==> src/verilog/mpam_pkg.sv <==
// Notes on behaviour
// - Count every valid message in a read-only 16-bit counter starting at zero.
// - Count messages with a failed CRC in a read-only 16-bit counter from zero.
// - Count messages with any other communication error in a separate 16-bit counter; one that also fails its CRC counts only in the CRC counter.
// - Each 16-bit register travels high byte first, low byte last.
// - Word order 0: first register holds low word, second holds high word.
// - Word order 1, the reset default: first register holds the high word.
// - Address mode selects the register-to-parameter mapping over the 16-bit space.
// - Mode 0, 16-bit: address is 100*group+index, groups 1-199, indexes 1-99.
// - Mode 0, 32-bit: address is 20000+200*group+2*index, groups 1-199, indexes 1-99.
// - Mode 1, 16-bit: address is 256*group+index, groups and indexes 1-255.
// - Mode 2, 32-bit: address is 512*group+2*index, groups 1-127, indexes 1-255.
// - Mode 3, 32-bit: address is 256*group+2*index, groups 1-255, indexes 1-127.
package mpam_pkg;

  // ----------------------------------------------------------------
  // Register map
  // ----------------------------------------------------------------
  localparam int unsigned REG_AW = 8;
  localparam int unsigned REG_DW = 32;
  localparam logic [REG_AW-1:0] IDX_VALID_CNT = 8'h08;
  localparam logic [REG_AW-1:0] IDX_CRC_CNT = 8'h09;
  localparam logic [REG_AW-1:0] IDX_OTHER_CNT = 8'h0a;
  localparam logic [REG_AW-1:0] IDX_WORD_ORDER = 8'h0b;
  localparam logic [REG_AW-1:0] IDX_ADDR_MODE = 8'h0c;
  localparam logic [REG_AW-1:0] IDX_IRQ_STATUS = 8'h10;
  localparam logic [REG_AW-1:0] IDX_IRQ_MASK = 8'h11;
  localparam logic [REG_AW-1:0] ADDR_VALID_CNT = 8'h20;
  localparam logic [REG_AW-1:0] ADDR_CRC_CNT = 8'h24;
  localparam logic [REG_AW-1:0] ADDR_OTHER_CNT = 8'h28;
  localparam logic [REG_AW-1:0] ADDR_WORD_ORDER = 8'h2c;
  localparam logic [REG_AW-1:0] ADDR_ADDR_MODE = 8'h30;
  localparam logic [REG_AW-1:0] ADDR_IRQ_STATUS = 8'h40;
  localparam logic [REG_AW-1:0] ADDR_IRQ_MASK = 8'h44;

  // ----------------------------------------------------------------
  // Reset values and fields
  // ----------------------------------------------------------------
  localparam logic WORD_ORDER_RST = 1'h1;
  localparam logic [1:0] ADDR_MODE_RST = 2'h0;
  localparam int unsigned IRQ_W = 4;
  localparam logic [IRQ_W-1:0] IRQ_MASK_RST = 4'h0;
  localparam int unsigned IRQ_CRC = 0;
  localparam int unsigned IRQ_OTHER = 1;
  localparam int unsigned IRQ_ADDR = 2;
  localparam int unsigned IRQ_SAT = 3;
  localparam logic low_word_first = 1'h0;
  localparam logic high_word_first = 1'h1;

  // ----------------------------------------------------------------
  // Counters
  // ----------------------------------------------------------------
  localparam int unsigned CNT_W = 16;
  localparam int unsigned CNT_N = 3;
  localparam logic [CNT_W-1:0] CNT_RST = 16'h0000;
  localparam logic [CNT_W-1:0] CNT_MAX = 16'hffff;

  // ----------------------------------------------------------------
  // Address mapping
  // ----------------------------------------------------------------
  localparam logic [1:0] MODE_0 = 2'h0;
  localparam logic [1:0] MODE_1 = 2'h1;
  localparam logic [1:0] MODE_2 = 2'h2;
  localparam logic [1:0] MODE_3 = 2'h3;
  localparam logic [15:0] M0_NARROW_MUL = 16'h0064;
  localparam logic [15:0] M0_WIDE_BASE = 16'h4e20;
  localparam logic [15:0] M0_WIDE_MUL = 16'h00c8;
  localparam logic [15:0] M0_GROUP_MAX = 16'h00c7;
  localparam logic [15:0] M0_INDEX_MAX = 16'h0063;
  localparam logic [15:0] M1_GROUP_MAX = 16'h00ff;
  localparam logic [15:0] M1_INDEX_MAX = 16'h00ff;
  localparam logic [15:0] M2_GROUP_MAX = 16'h007f;
  localparam logic [15:0] M2_INDEX_MAX = 16'h00ff;
  localparam logic [15:0] M3_GROUP_MAX = 16'h00ff;
  localparam logic [15:0] M3_INDEX_MAX = 16'h007f;
  localparam logic [15:0] GROUP_MIN = 16'h0001;
  localparam logic [15:0] INDEX_MIN = 16'h0001;
  localparam logic [7:0] EXC_ILLEGAL_ADDR = 8'h02;

endpackage

==> src/verilog/mpam_sat_cnt.sv <==
`timescale 1ns/1ps
// ------------------------------------------------------------------
// Saturating message counter
// ------------------------------------------------------------------
module mpam_sat_cnt (
  // Clock and reset
  input wire logic clk_i,
  input wire logic rst_n_i,
  input wire logic en_i,
  // Count event
  input wire logic inc_i,
  // State
  output logic [mpam_pkg::CNT_W-1:0] count_o,
  output logic sat_o
);

  // Holding at the top keeps a long run from looking like a quiet link.
  always_ff @(posedge clk_i or negedge rst_n_i) begin
    if (!rst_n_i) begin
      count_o <= mpam_pkg::CNT_RST;
      sat_o <= 1'b0;
    end else if (en_i) begin
      sat_o <= 1'b0;
      if (inc_i && count_o != mpam_pkg::CNT_MAX) begin
        count_o <= count_o + 16'h0001;
        sat_o <= (count_o == mpam_pkg::CNT_MAX - 16'h0001);
      end
    end
  end

endmodule

==> src/verilog/mpam_word_pack.sv <==
`timescale 1ns/1ps
// ------------------------------------------------------------------
// Response word selection and byte ordering
// ------------------------------------------------------------------
module mpam_word_pack (
  // Clock and reset
  input wire logic clk_i,
  input wire logic rst_n_i,
  input wire logic en_i,
  // Load
  input wire logic load_i,
  input wire logic exc_i,
  input wire logic wide_i,
  input wire logic high_i,
  input wire logic [31:0] data_i,
  // Response
  output logic valid_o,
  output logic exc_o,
  output logic [7:0] exc_code_o,
  output logic [7:0] byte_first_o,
  output logic [7:0] byte_second_o
);

  logic [15:0] word;

  always_comb begin
    word = data_i[15:0];
    if (wide_i && high_i) begin
      word = data_i[31:16];
    end
  end

  always_ff @(posedge clk_i or negedge rst_n_i) begin
    if (!rst_n_i) begin
      valid_o <= 1'b0;
      exc_o <= 1'b0;
      exc_code_o <= 8'h00;
      byte_first_o <= 8'h00;
      byte_second_o <= 8'h00;
    end else if (en_i) begin
      valid_o <= load_i;
      if (load_i) begin
        exc_o <= exc_i;
        exc_code_o <= exc_i ? mpam_pkg::EXC_ILLEGAL_ADDR : 8'h00;
        byte_first_o <= exc_i ? 8'h00 : word[15:8];
        byte_second_o <= exc_i ? 8'h00 : word[7:0];
      end
    end
  end

endmodule

==> src/verilog/mpam_param_map.sv <==
// The implementer's own choice: strobed register access.
`timescale 1ns/1ps
// ------------------------------------------------------------------
// Holding-register to drive-parameter address map
// ------------------------------------------------------------------
module mpam_param_map (
  // Clock, reset and clock enable
  input wire logic clk_i,
  input wire logic rst_n_i,
  input wire logic en_i,
  // Register port
  input wire logic [mpam_pkg::REG_AW-1:0] reg_addr_i,
  input wire logic [mpam_pkg::REG_DW-1:0] reg_wdata_i,
  input wire logic reg_we_i,
  input wire logic reg_re_i,
  output logic [mpam_pkg::REG_DW-1:0] reg_rdata_o,
  // Message outcome pulses from the frame receiver
  input wire logic msg_ok_i,
  input wire logic msg_crc_err_i,
  input wire logic msg_other_err_i,
  // Holding-register request from the frame receiver
  input wire logic req_valid_i,
  input wire logic req_write_i,
  input wire logic [15:0] req_addr_i,
  input wire logic [7:0] req_byte_first_i,
  input wire logic [7:0] req_byte_second_i,
  // Parameter store access
  output logic par_req_o,
  output logic par_write_o,
  output logic [7:0] par_group_o,
  output logic [7:0] par_index_o,
  output logic par_wide_o,
  output logic par_high_word_o,
  output logic [15:0] par_wdata_o,
  input wire logic par_done_i,
  input wire logic [31:0] par_rdata_i,
  // Response to the frame transmitter
  output logic rsp_valid_o,
  output logic rsp_exc_o,
  output logic [7:0] rsp_exc_code_o,
  output logic [7:0] rsp_byte_first_o,
  output logic [7:0] rsp_byte_second_o,
  // Interrupt
  output logic irq_o
);

  // ----------------------------------------------------------------
  // Configuration registers
  // ----------------------------------------------------------------
  logic word_order_r;
  logic [1:0] addr_mode_r;
  logic [mpam_pkg::IRQ_W-1:0] irq_mask_r;
  logic [mpam_pkg::IRQ_W-1:0] irq_status_r;
  logic [mpam_pkg::IRQ_W-1:0] irq_status_nxt;
  logic [mpam_pkg::IRQ_W-1:0] irq_event;
  logic irq_r;

  always_ff @(posedge clk_i or negedge rst_n_i) begin
    if (!rst_n_i) begin
      word_order_r <= mpam_pkg::WORD_ORDER_RST;
    end else if (en_i && reg_we_i && reg_addr_i == mpam_pkg::ADDR_WORD_ORDER) begin
      word_order_r <= reg_wdata_i[0];
    end
  end

  always_ff @(posedge clk_i or negedge rst_n_i) begin
    if (!rst_n_i) begin
      addr_mode_r <= mpam_pkg::ADDR_MODE_RST;
    end else if (en_i && reg_we_i && reg_addr_i == mpam_pkg::ADDR_ADDR_MODE) begin
      addr_mode_r <= reg_wdata_i[1:0];
    end
  end

  always_ff @(posedge clk_i or negedge rst_n_i) begin
    if (!rst_n_i) begin
      irq_mask_r <= mpam_pkg::IRQ_MASK_RST;
    end else if (en_i && reg_we_i && reg_addr_i == mpam_pkg::ADDR_IRQ_MASK) begin
      irq_mask_r <= reg_wdata_i[mpam_pkg::IRQ_W-1:0];
    end
  end

  // ----------------------------------------------------------------
  // Message counters
  // ----------------------------------------------------------------
  logic [mpam_pkg::CNT_N-1:0] cnt_inc;
  logic [mpam_pkg::CNT_N-1:0] cnt_sat;
  logic [mpam_pkg::CNT_W-1:0] cnt_val [mpam_pkg::CNT_N];

  // A message flagged both ways counts once, as its worst error.
  always_comb begin
    cnt_inc[0] = msg_ok_i && !msg_crc_err_i && !msg_other_err_i;
    cnt_inc[1] = msg_crc_err_i;
    cnt_inc[2] = msg_other_err_i && !msg_crc_err_i;
  end

  genvar gi;
  generate
    for (gi = 0; gi < mpam_pkg::CNT_N; gi = gi + 1) begin : g_cnt
      mpam_sat_cnt u_cnt (
        .clk_i(clk_i),
        .rst_n_i(rst_n_i),
        .en_i(en_i),
        .inc_i(cnt_inc[gi]),
        .count_o(cnt_val[gi]),
        .sat_o(cnt_sat[gi])
      );
    end
  endgenerate

  // ----------------------------------------------------------------
  // Address decode
  // ----------------------------------------------------------------
  logic [15:0] dec_group;
  logic [15:0] dec_index;
  logic [15:0] dec_off;
  logic [15:0] dec_rem;
  logic [15:0] grp_max;
  logic [15:0] idx_max;
  logic dec_wide;
  logic dec_second;
  logic dec_ok;

  always_comb begin
    dec_off = 16'h0000;
    dec_rem = 16'h0000;
    dec_group = 16'h0000;
    dec_index = 16'h0000;
    dec_wide = 1'b0;
    dec_second = 1'b0;
    grp_max = mpam_pkg::M0_GROUP_MAX;
    idx_max = mpam_pkg::M0_INDEX_MAX;
    case (addr_mode_r)
      mpam_pkg::MODE_0: begin
        if (req_addr_i < mpam_pkg::M0_WIDE_BASE) begin
          dec_group = req_addr_i / mpam_pkg::M0_NARROW_MUL;
          dec_index = req_addr_i % mpam_pkg::M0_NARROW_MUL;
        end else begin
          dec_off = req_addr_i - mpam_pkg::M0_WIDE_BASE;
          dec_group = dec_off / mpam_pkg::M0_WIDE_MUL;
          dec_rem = dec_off % mpam_pkg::M0_WIDE_MUL;
          dec_index = {1'b0, dec_rem[15:1]};
          dec_second = dec_rem[0];
          dec_wide = 1'b1;
        end
      end
      mpam_pkg::MODE_1: begin
        dec_group = {8'h00, req_addr_i[15:8]};
        dec_index = {8'h00, req_addr_i[7:0]};
        grp_max = mpam_pkg::M1_GROUP_MAX;
        idx_max = mpam_pkg::M1_INDEX_MAX;
      end
      mpam_pkg::MODE_2: begin
        dec_group = {9'h000, req_addr_i[15:9]};
        dec_index = {8'h00, req_addr_i[8:1]};
        dec_second = req_addr_i[0];
        dec_wide = 1'b1;
        grp_max = mpam_pkg::M2_GROUP_MAX;
        idx_max = mpam_pkg::M2_INDEX_MAX;
      end
      mpam_pkg::MODE_3: begin
        dec_group = {8'h00, req_addr_i[15:8]};
        dec_index = {9'h000, req_addr_i[7:1]};
        dec_second = req_addr_i[0];
        dec_wide = 1'b1;
        grp_max = mpam_pkg::M3_GROUP_MAX;
        idx_max = mpam_pkg::M3_INDEX_MAX;
      end
      default: begin
        dec_group = 16'h0000;
      end
    endcase
    // Group or index zero is not a parameter in any mode.
    dec_ok = dec_group >= mpam_pkg::GROUP_MIN && dec_group <= grp_max &&
             dec_index >= mpam_pkg::INDEX_MIN && dec_index <= idx_max;
  end

  // ----------------------------------------------------------------
  // Parameter access
  // ----------------------------------------------------------------
  logic busy_r;
  logic ctx_wide_r;
  logic ctx_high_r;
  logic high_sel;
  logic rsp_load;
  logic rsp_exc;

  // With order 1 the even register of a pair is the high word.
  assign high_sel = dec_wide && (word_order_r ^ dec_second);

  // A request that arrives while a parameter access is open is dropped;
  // the frame receiver serves one request at a time.
  always_ff @(posedge clk_i or negedge rst_n_i) begin
    if (!rst_n_i) begin
      par_req_o <= 1'b0;
      par_write_o <= 1'b0;
      par_group_o <= 8'h00;
      par_index_o <= 8'h00;
      par_wide_o <= 1'b0;
      par_high_word_o <= 1'b0;
      par_wdata_o <= 16'h0000;
    end else if (en_i) begin
      par_req_o <= req_valid_i && !busy_r && dec_ok;
      if (req_valid_i && !busy_r && dec_ok) begin
        par_write_o <= req_write_i;
        par_group_o <= dec_group[7:0];
        par_index_o <= dec_index[7:0];
        par_wide_o <= dec_wide;
        par_high_word_o <= high_sel;
        par_wdata_o <= {req_byte_first_i, req_byte_second_i};
      end
    end
  end

  always_ff @(posedge clk_i or negedge rst_n_i) begin
    if (!rst_n_i) begin
      busy_r <= 1'b0;
      ctx_wide_r <= 1'b0;
      ctx_high_r <= 1'b0;
    end else if (en_i) begin
      if (req_valid_i && !busy_r && dec_ok) begin
        busy_r <= 1'b1;
        ctx_wide_r <= dec_wide;
        ctx_high_r <= high_sel;
      end else if (par_done_i) begin
        busy_r <= 1'b0;
      end
    end
  end

  assign rsp_exc = req_valid_i && !busy_r && !dec_ok;
  assign rsp_load = rsp_exc || (busy_r && par_done_i);

  mpam_word_pack u_pack (
    .clk_i(clk_i),
    .rst_n_i(rst_n_i),
    .en_i(en_i),
    .load_i(rsp_load),
    .exc_i(rsp_exc),
    .wide_i(ctx_wide_r),
    .high_i(ctx_high_r),
    .data_i(par_rdata_i),
    .valid_o(rsp_valid_o),
    .exc_o(rsp_exc_o),
    .exc_code_o(rsp_exc_code_o),
    .byte_first_o(rsp_byte_first_o),
    .byte_second_o(rsp_byte_second_o)
  );

  // ----------------------------------------------------------------
  // Interrupt status
  // ----------------------------------------------------------------
  always_comb begin
    irq_event = '0;
    irq_event[mpam_pkg::IRQ_CRC] = cnt_inc[1];
    irq_event[mpam_pkg::IRQ_OTHER] = cnt_inc[2];
    irq_event[mpam_pkg::IRQ_ADDR] = rsp_exc;
    irq_event[mpam_pkg::IRQ_SAT] = |cnt_sat;
    irq_status_nxt = irq_status_r;
    if (reg_we_i && reg_addr_i == mpam_pkg::ADDR_IRQ_STATUS) begin
      irq_status_nxt = irq_status_r & ~reg_wdata_i[mpam_pkg::IRQ_W-1:0];
    end
    // An event in the clearing cycle survives the clear.
    irq_status_nxt = irq_status_nxt | irq_event;
  end

  always_ff @(posedge clk_i or negedge rst_n_i) begin
    if (!rst_n_i) begin
      irq_status_r <= '0;
      irq_r <= 1'b0;
    end else if (en_i) begin
      irq_status_r <= irq_status_nxt;
      irq_r <= |(irq_status_nxt & irq_mask_r);
    end
  end

  assign irq_o = irq_r;

  // ----------------------------------------------------------------
  // Register read
  // ----------------------------------------------------------------
  logic [mpam_pkg::REG_DW-1:0] rd_mux;

  always_comb begin
    rd_mux = '0;
    case (reg_addr_i)
      mpam_pkg::ADDR_VALID_CNT: rd_mux = {16'h0000, cnt_val[0]};
      mpam_pkg::ADDR_CRC_CNT: rd_mux = {16'h0000, cnt_val[1]};
      mpam_pkg::ADDR_OTHER_CNT: rd_mux = {16'h0000, cnt_val[2]};
      mpam_pkg::ADDR_WORD_ORDER: rd_mux = {31'h00000000, word_order_r};
      mpam_pkg::ADDR_ADDR_MODE: rd_mux = {30'h00000000, addr_mode_r};
      mpam_pkg::ADDR_IRQ_STATUS: rd_mux = {28'h0000000, irq_status_r};
      mpam_pkg::ADDR_IRQ_MASK: rd_mux = {28'h0000000, irq_mask_r};
      default: rd_mux = '0;
    endcase
  end

  // Data stand only in the cycle after the strobe, zero otherwise.
  always_ff @(posedge clk_i or negedge rst_n_i) begin
    if (!rst_n_i) begin
      reg_rdata_o <= '0;
    end else if (en_i) begin
      reg_rdata_o <= reg_re_i ? rd_mux : '0;
    end
  end

endmodule

==> config.mk <==
export PLATFORM = sky130hd
export DESIGN_NAME = mpam_param_map
export DESIGN_NICKNAME = d
export VERILOG_FILES = /design/src/verilog/mpam_pkg.sv /design/src/verilog/mpam_sat_cnt.sv /design/src/verilog/mpam_word_pack.sv /design/src/verilog/mpam_param_map.sv
export SDC_FILE = /design/constraint.sdc
export NUM_CORES = 1
export LEC_CHECK = 0
export BUFFER_PORTS_ARGS = -buffer_cell sky130_fd_sc_hd__buf_4
export CAP_MARGIN = 20
export CORE_MARGIN = 5
export CORE_UTILIZATION = 56
export CTS_CLUSTER_DIAMETER = 30
export CTS_CLUSTER_SIZE = 14
export DETAILED_ROUTE_END_ITERATION = 8
export GPL_ROUTABILITY_DRIVEN = 0
export MAX_ROUTING_LAYER = met4
export PLACE_DENSITY = 0.8
export SYNTH_ARGS = -nofsm -noshare
export SYNTH_HDL_FRONTEND = slang
export SYNTH_SLANG_ARGS = --single-unit
==> constraint.sdc <==
create_clock -name clk_i -period 4.7 [get_ports clk_i]
set_clock_uncertainty 0.1 [all_clocks]
set_input_delay 0.705 -clock clk_i [delete_from_list [all_inputs] [get_ports clk_i]]
set_output_delay 0.705 -clock clk_i [all_outputs]
set_load 0.01 [all_outputs]
==> summary.txt, run 1 <==
Status
  – Status: did not finish
  – Failed at: global routing (5_1_grt)
  – First Err: [ERROR GRT-0232] Routing congestion too high. Check the congestion heatmap in the GUI.

STA
  – Worst-path endpoint category: register data pin
  – Grt repair worst endpoint: par_wdata_o[0]$_DFFE_PN0P_/D

Floorplanning
  – Die H: 159.6 microns
  – Initial core utilization: 57.22%
  – Io pins: 210
  – Placement Rows: 54
  – Die X: 159.6 microns

Synthesis
  – Mapped Cells: 1,497
  – Synth top area cells: dfrtp_1 (27%), xnor2_1 (4.7%), nand2_1 (4.2%), nor2_1 (3.1%), a21oi_1 (2.9%)
  – Post-synthesis simple-gate area fraction: 21.41%
  – Post-synth ARST share: 100.0%
  – Register area share after synthesis: 26.78%
  – Synth Flop Type: dfrtp_1
  – Synth Cell Area: 12,530 sq um
  – Compound-gate portion of the synthesized area: 30.10%
  – Post-synth top area share: 26.57%
  – Yosys warnings: 0
  – #FFs+latches synth: 134
  – Largest family of logic cells by synthesized area: compound AO/OA/AOI/OAI gates
  – Xor/xnor share of the synthesized area: 5.794%
  – Adder-cell share of the synthesized area: 2.357%
  – Number of synthesized flops with an enable pin: 0
  – Largest area contributor in the synthesized netlist: dfrtp_1
  – Netlist cell types: 123
  – Mux contribution to synthesized area: 7.362%
  – Syn_area_per_cell: 8.367 sq um

Global route
  – Pin count of the biggest net entering global routing: 106
  – Tot GR Track Use: 76.30%
  – Grt total ovfl: 10

CTS
  – Number of CTS-inserted buffers: 17
  – Hold_buf cts: 0
  – Clock root buffer: clkbuf_16
  – Max clock buf depth: 2
  – Clock Sinks: 134
  – H-tree levels: 4

Placed design
  – Port buffer count: 158
  – Placed wire-length estimate: 34,070 microns
[synth_stat cells (13+ instances only)]
cell and n:
or3_1 17, a221oi_1 13, nor4_1 13, o21ai_1 22, nand3_1 57, inv_1 48
xor2_1 14, and3_1 19, clkbuf_1 48, and2_1 19, mux2i_1 34, nor3_1 32
o211ai_1 29, ha_1 17, o21a_1 17, a211oi_1 14, mux2_2 16, buf_4 28
mux2_4 24, nand4_1 27, buf_2 24, a22oi_1 23, o21ai_0 49, nor2_1 103
a21oi_1 72, o22ai_1 41, dfrtp_1 133, xnor2_1 67, nand2_1 141, a31oi_1 42
[layer usage]
metal	GRT usage (%)	GRT overflow
met1	72.82	0
met2	88.65	4
met3	67.90	1
met4	72.04	5
met5	-	-
[kinds of logic after synthesis]
| kind of cell | after synthesis |
|---|---|
| AO/OA/AOI/OAI | 502 |
| other | 1 |
| AND/OR/NAND/NOR | 514 |
| adder cells (fa/ha/maj) | 25 |
| XOR/XNOR | 82 |
| multiplexers | 77 |
| flip-flops | 134 |
| buffers and inverters | 162 |
[stage by stage]
| step | utilization [%] | hold slack [ns] | std cells | cell area, sq um | worst slack, ns |
|---|---|---|---|---|---|
| 2_1_floorplan | - | 0.3094 | 1519 | 12890 | -3.958 |
| 4_1_cts | 86.00 | 0.3451 | 2346 | 18830 | -3.621 |
| 3_5_place_dp | 76.90 | 0.3797 | 2244 | 16830 | -4.373 |
| 3_3_place_gp | 76.90 | 0.3748 | 2244 | 16830 | -4.040 |
[what timing repair did]
item	in CTS
cloned	2
endpoints found under the setup margin	57
pin swaps	66
gates resized for setup	169
setup buffers	70
==> run 2, diff against run 1 <==
CORE_UTILIZATION = 40   (was 56)
CTS_CLUSTER_DIAMETER = default   (was 30)
CTS_CLUSTER_SIZE = default   (was 14)
MAX_ROUTING_LAYER = default   (was met4)
PLACE_DENSITY = default   (was 0.8)
PLACE_DENSITY_LB_ADDON = 0.15   (was default)
==> summary.txt, run 2 <==
Worst setup path
  – Reg2reg path depth: 22
  – Worst Setup Path Type: input port to flop
  – Startpoint type of the worst setup path: input port
  – Worst Setup End Kind: flop
  – Worst Path Required: 4.89 ns
  – Crit Path Max Fanout: 7
  – Max stage delay on crit path: 0.48 ns
  – Slowest stage cell, crit path: a221o_2
  – Crit path DAT: 8.66 ns
  – Most frequent CP cell: buf_4

Flow run
  – # Max-Cap Violations: 0

Floorplanning
  – Die X: 187.0 microns (+17%)
  – Die H: 187.0 microns (+17%)
  – Initial core utilization: 40.73% (-16 points)
  – DIE AREA: 34,950 sq um
  – Placement Rows: 64 (+19%)
  – Io pins: 210 (unchanged)
  – CORE AREA: 30,750 sq um

STA
  – Slew @ Worst Pin: 0.9307 ns
  – Min Tclk post-route: 8.465 ns
  – Final number of hold-violating endpoints: 0
  – Pins Over Slew Limit: 0
  – Slew HR: 37.95%
  – Fin Hold WS: 0.2964 ns
  – Slack of the critical path: -3.765 ns
  – F_max: 0.1181 GHz
  – Unrepaired setup endpoints after global routing: yes
  – Final period util: 180.1%
  – Setup_tns: -209.11 ns
  – # setup viols final: 57

Placed design
  – Placed Area: 17,080 sq um (+1.5%)
  – Place WS: -4.377 ns (-0.003670 ns)
  – Placed wire-length estimate: 32,930 microns (-3.3%)
  – Cells after DPL: 2,377 (+5.9%)
  – Port buffer count: 158 (unchanged)

Cells and area
  – Post-route cell area: 19,290 sq um
  – Cell Count, Final, Fillers Out: 2,482
  – Top reg by flops: g_cnt.u_cnt.count_o
  – Commonest non-fill, non-tap cells in the layout: buf_4 (618), nand2_1 (136), dfrtp_1 (133)
  – Share of cells above drive strength 1: 44.53%
  – Largest regs: g_cnt.u_cnt.count_o: 48 flops, par_wdata_o: 16 flops, reg_rdata_o: 16 flops
  – Max FFs per register: 48
  – Antenna Cells: 0
  – Fill cells: 2,634
  – Commonest non-fill, non-tap cell in the layout: buf_4
  – Layout Nets: 2,205
  – Area grow syn2layout: 54.00%

Pwr
  – Worst VDD drop: 501.8 uV
  – Leakage Power: 0.008600 uW
  – PwrDens: 660.8 nW/um^2

Worst hold path
  – Worst Hold Class: input port to async pin

Synthesis
  – Post-synth ARST share: 100.0% (unchanged)
  – Netlist cell types: 123 (unchanged)
  – Synth top area cells: dfrtp_1 (27%), xnor2_1 (4.7%), nand2_1 (4.2%), nor2_1 (3.1%), a21oi_1 (2.9%)
  – Post-synth top area share: 26.57% (unchanged)
  – Mapped Cells: 1,497 (unchanged)
  – Synth top cells by count: nand2_1 (141), dfrtp_1 (133), nor2_1 (103)
  – Largest area contributor in the synthesized netlist: dfrtp_1
  – Register area share after synthesis: 26.78% (unchanged)
  – Synth Cell Area: 12,530 sq um (unchanged)
  – Most frequent cell after synthesis: nand2_1
  – Number of synthesized flops with an enable pin: 0 (unchanged)
  – Yosys warnings: 0 (unchanged)
  – Synth Flop Type: dfrtp_1
  – #FFs+latches synth: 134 (unchanged)
  – Syn_area_per_cell: 8.367 sq um (unchanged)

Global route
  – Initial antenna violation count: 0
  – Grt total ovfl: 0
  – First-pass GRT wire length: 70,520 microns
  – Pin count of the biggest net entering global routing: 104
  – Tot GR Track Use: 23.60%
  – Vias in the first global route: 14,010

Routing
  – Vias: 14,330
  – Initial DRC count: 1,165
  – Top sig layer: met4
  – Avg Vias per Cell: 5.774
  – Met3 WL post-DR: 1880 microns
  – Antenna viol nets, final: 0
  – WL met2: 22,060 microns
  – DR pass1 iterations: 6
  – Drt wl/cell: 17.89 microns
  – Final WL: 44,400 microns
  – Metal1 wirelength: 19,270 microns
  – DR DRC count: 0

CTS
  – Max clock buf depth: 2 (unchanged)
  – Clock Sinks: 134 (unchanged)
  – Clock Latency Late Sink: 0.42 ns
  – Hold_buf cts: 0 (unchanged)
  – H-tree levels: 4 (unchanged)
  – Clock root buffer: clkbuf_16
  – CTS tree: done
  – Number of CTS-inserted buffers: 17 (unchanged)
  – Clk slew on worst S/H paths: 0.06 ns

Status
  – Status: finished with violations
  – Failing checks: setup timing
==> run 2: cell counts after synthesis <==
No cell type changed its count.
==> run 2: cell families after synthesis <==
kind of cell / count (synthesis) / synth area share [%]
AOI/OAI and AO/OA: 502 / 30.10
xor gates and xnor gates: 82 / 5.794
adders and majority gates: 25 / 2.357
buffers and inverters: 162 / 6.173
DFF: 134 / 26.78
muxes: 77 / 7.362
other: 1 / 0.02994
and+or+nand+nor: 514 / 21.41
==> run 2: worst paths after layout <==
path / start / endpoint / slack [ns]
worst max-delay path: req_addr_i[6] / par_index_o[3] / -3.77
worst min-delay path: rst_n_i / reg_rdata_o[1] / 0.30
worst max register to register: addr_mode_r[1] / par_index_o[3] / 0.28
worst min register to register: g_cnt[1].u_cnt.count_o[4] / g_cnt[1].u_cnt.count_o[4] / 0.39
max in group asynchronous: rst_n_i / g_cnt[1].u_cnt.count_o[7] / 3.21
min in group clk_i: g_cnt[1].u_cnt.count_o[4] / g_cnt[1].u_cnt.count_o[4] / 0.39
==> run 2: critical path, delay by kind of cell <==
kind            cells  cell delay, ns
simple gates        6            1.79
xor+xnor            1            0.12
fa+ha+maj           1            0.15
buf+inv            18            2.15
compound gates     14            3.35
mux                 2            0.37
==> run 2: per-layer routing <==
| metal | GRT usage [%] | vias to the layer above |
|---|---|---|
| met2 | 41.46 | 444 |
| met5 | 0 | - |
| met4 | 6.997 | 0 |
| met1 | 30.46 | 6947 |
| li1 | - | 6847 |
| met3 | 2.986 | 92 |
==> run 2: metrics by stage <==
| stage | utilization, % | total power [uW] |
|---|---|---|
| finish | 62.73 | 12750 |
| CTS | 60.16 | 11860 |
| global placement | 55.55 | 9555 |
| global route | 62.73 | 13590 |
| floorplan | - | 6198 |
| detailed placement | 55.55 | 9641 |
==> run 2: layout make-up <==
cell class              instances  area, sq um  share of cell area, %
clock inverters                11        196.4                  1.018
inverters                      51        206.4                  1.070
multi-input cells            1223         9553                  49.52
repair buffers                646         5034                  26.09
clock buffers                  21        450.4                  2.335
well taps                     396        495.5                  2.569
flip-flops and latches        134         3354                  17.39
==> run 2: where the power goes <==
group	internal [uW]	switching, uW	leakage (uW)
registers	1450	234	0.00172
clock network	959	506	0.000308
logic	5050	4550	0.00657
total	7460	5290	0.00860
==> run 2: timing repair <==
| action | CTS | global route |
|---|---|---|
| pin swaps | 31 | 63 |
| buffers inserted | 43 | 28 |
| resized for setup | 87 | 103 |
| setup endpoints to repair | 57 | 57 |
| endpoints found under the hold margin | 0 | 0 |
| gates cloned | 0 | 1 |
(Power assumes the default switching activity.)
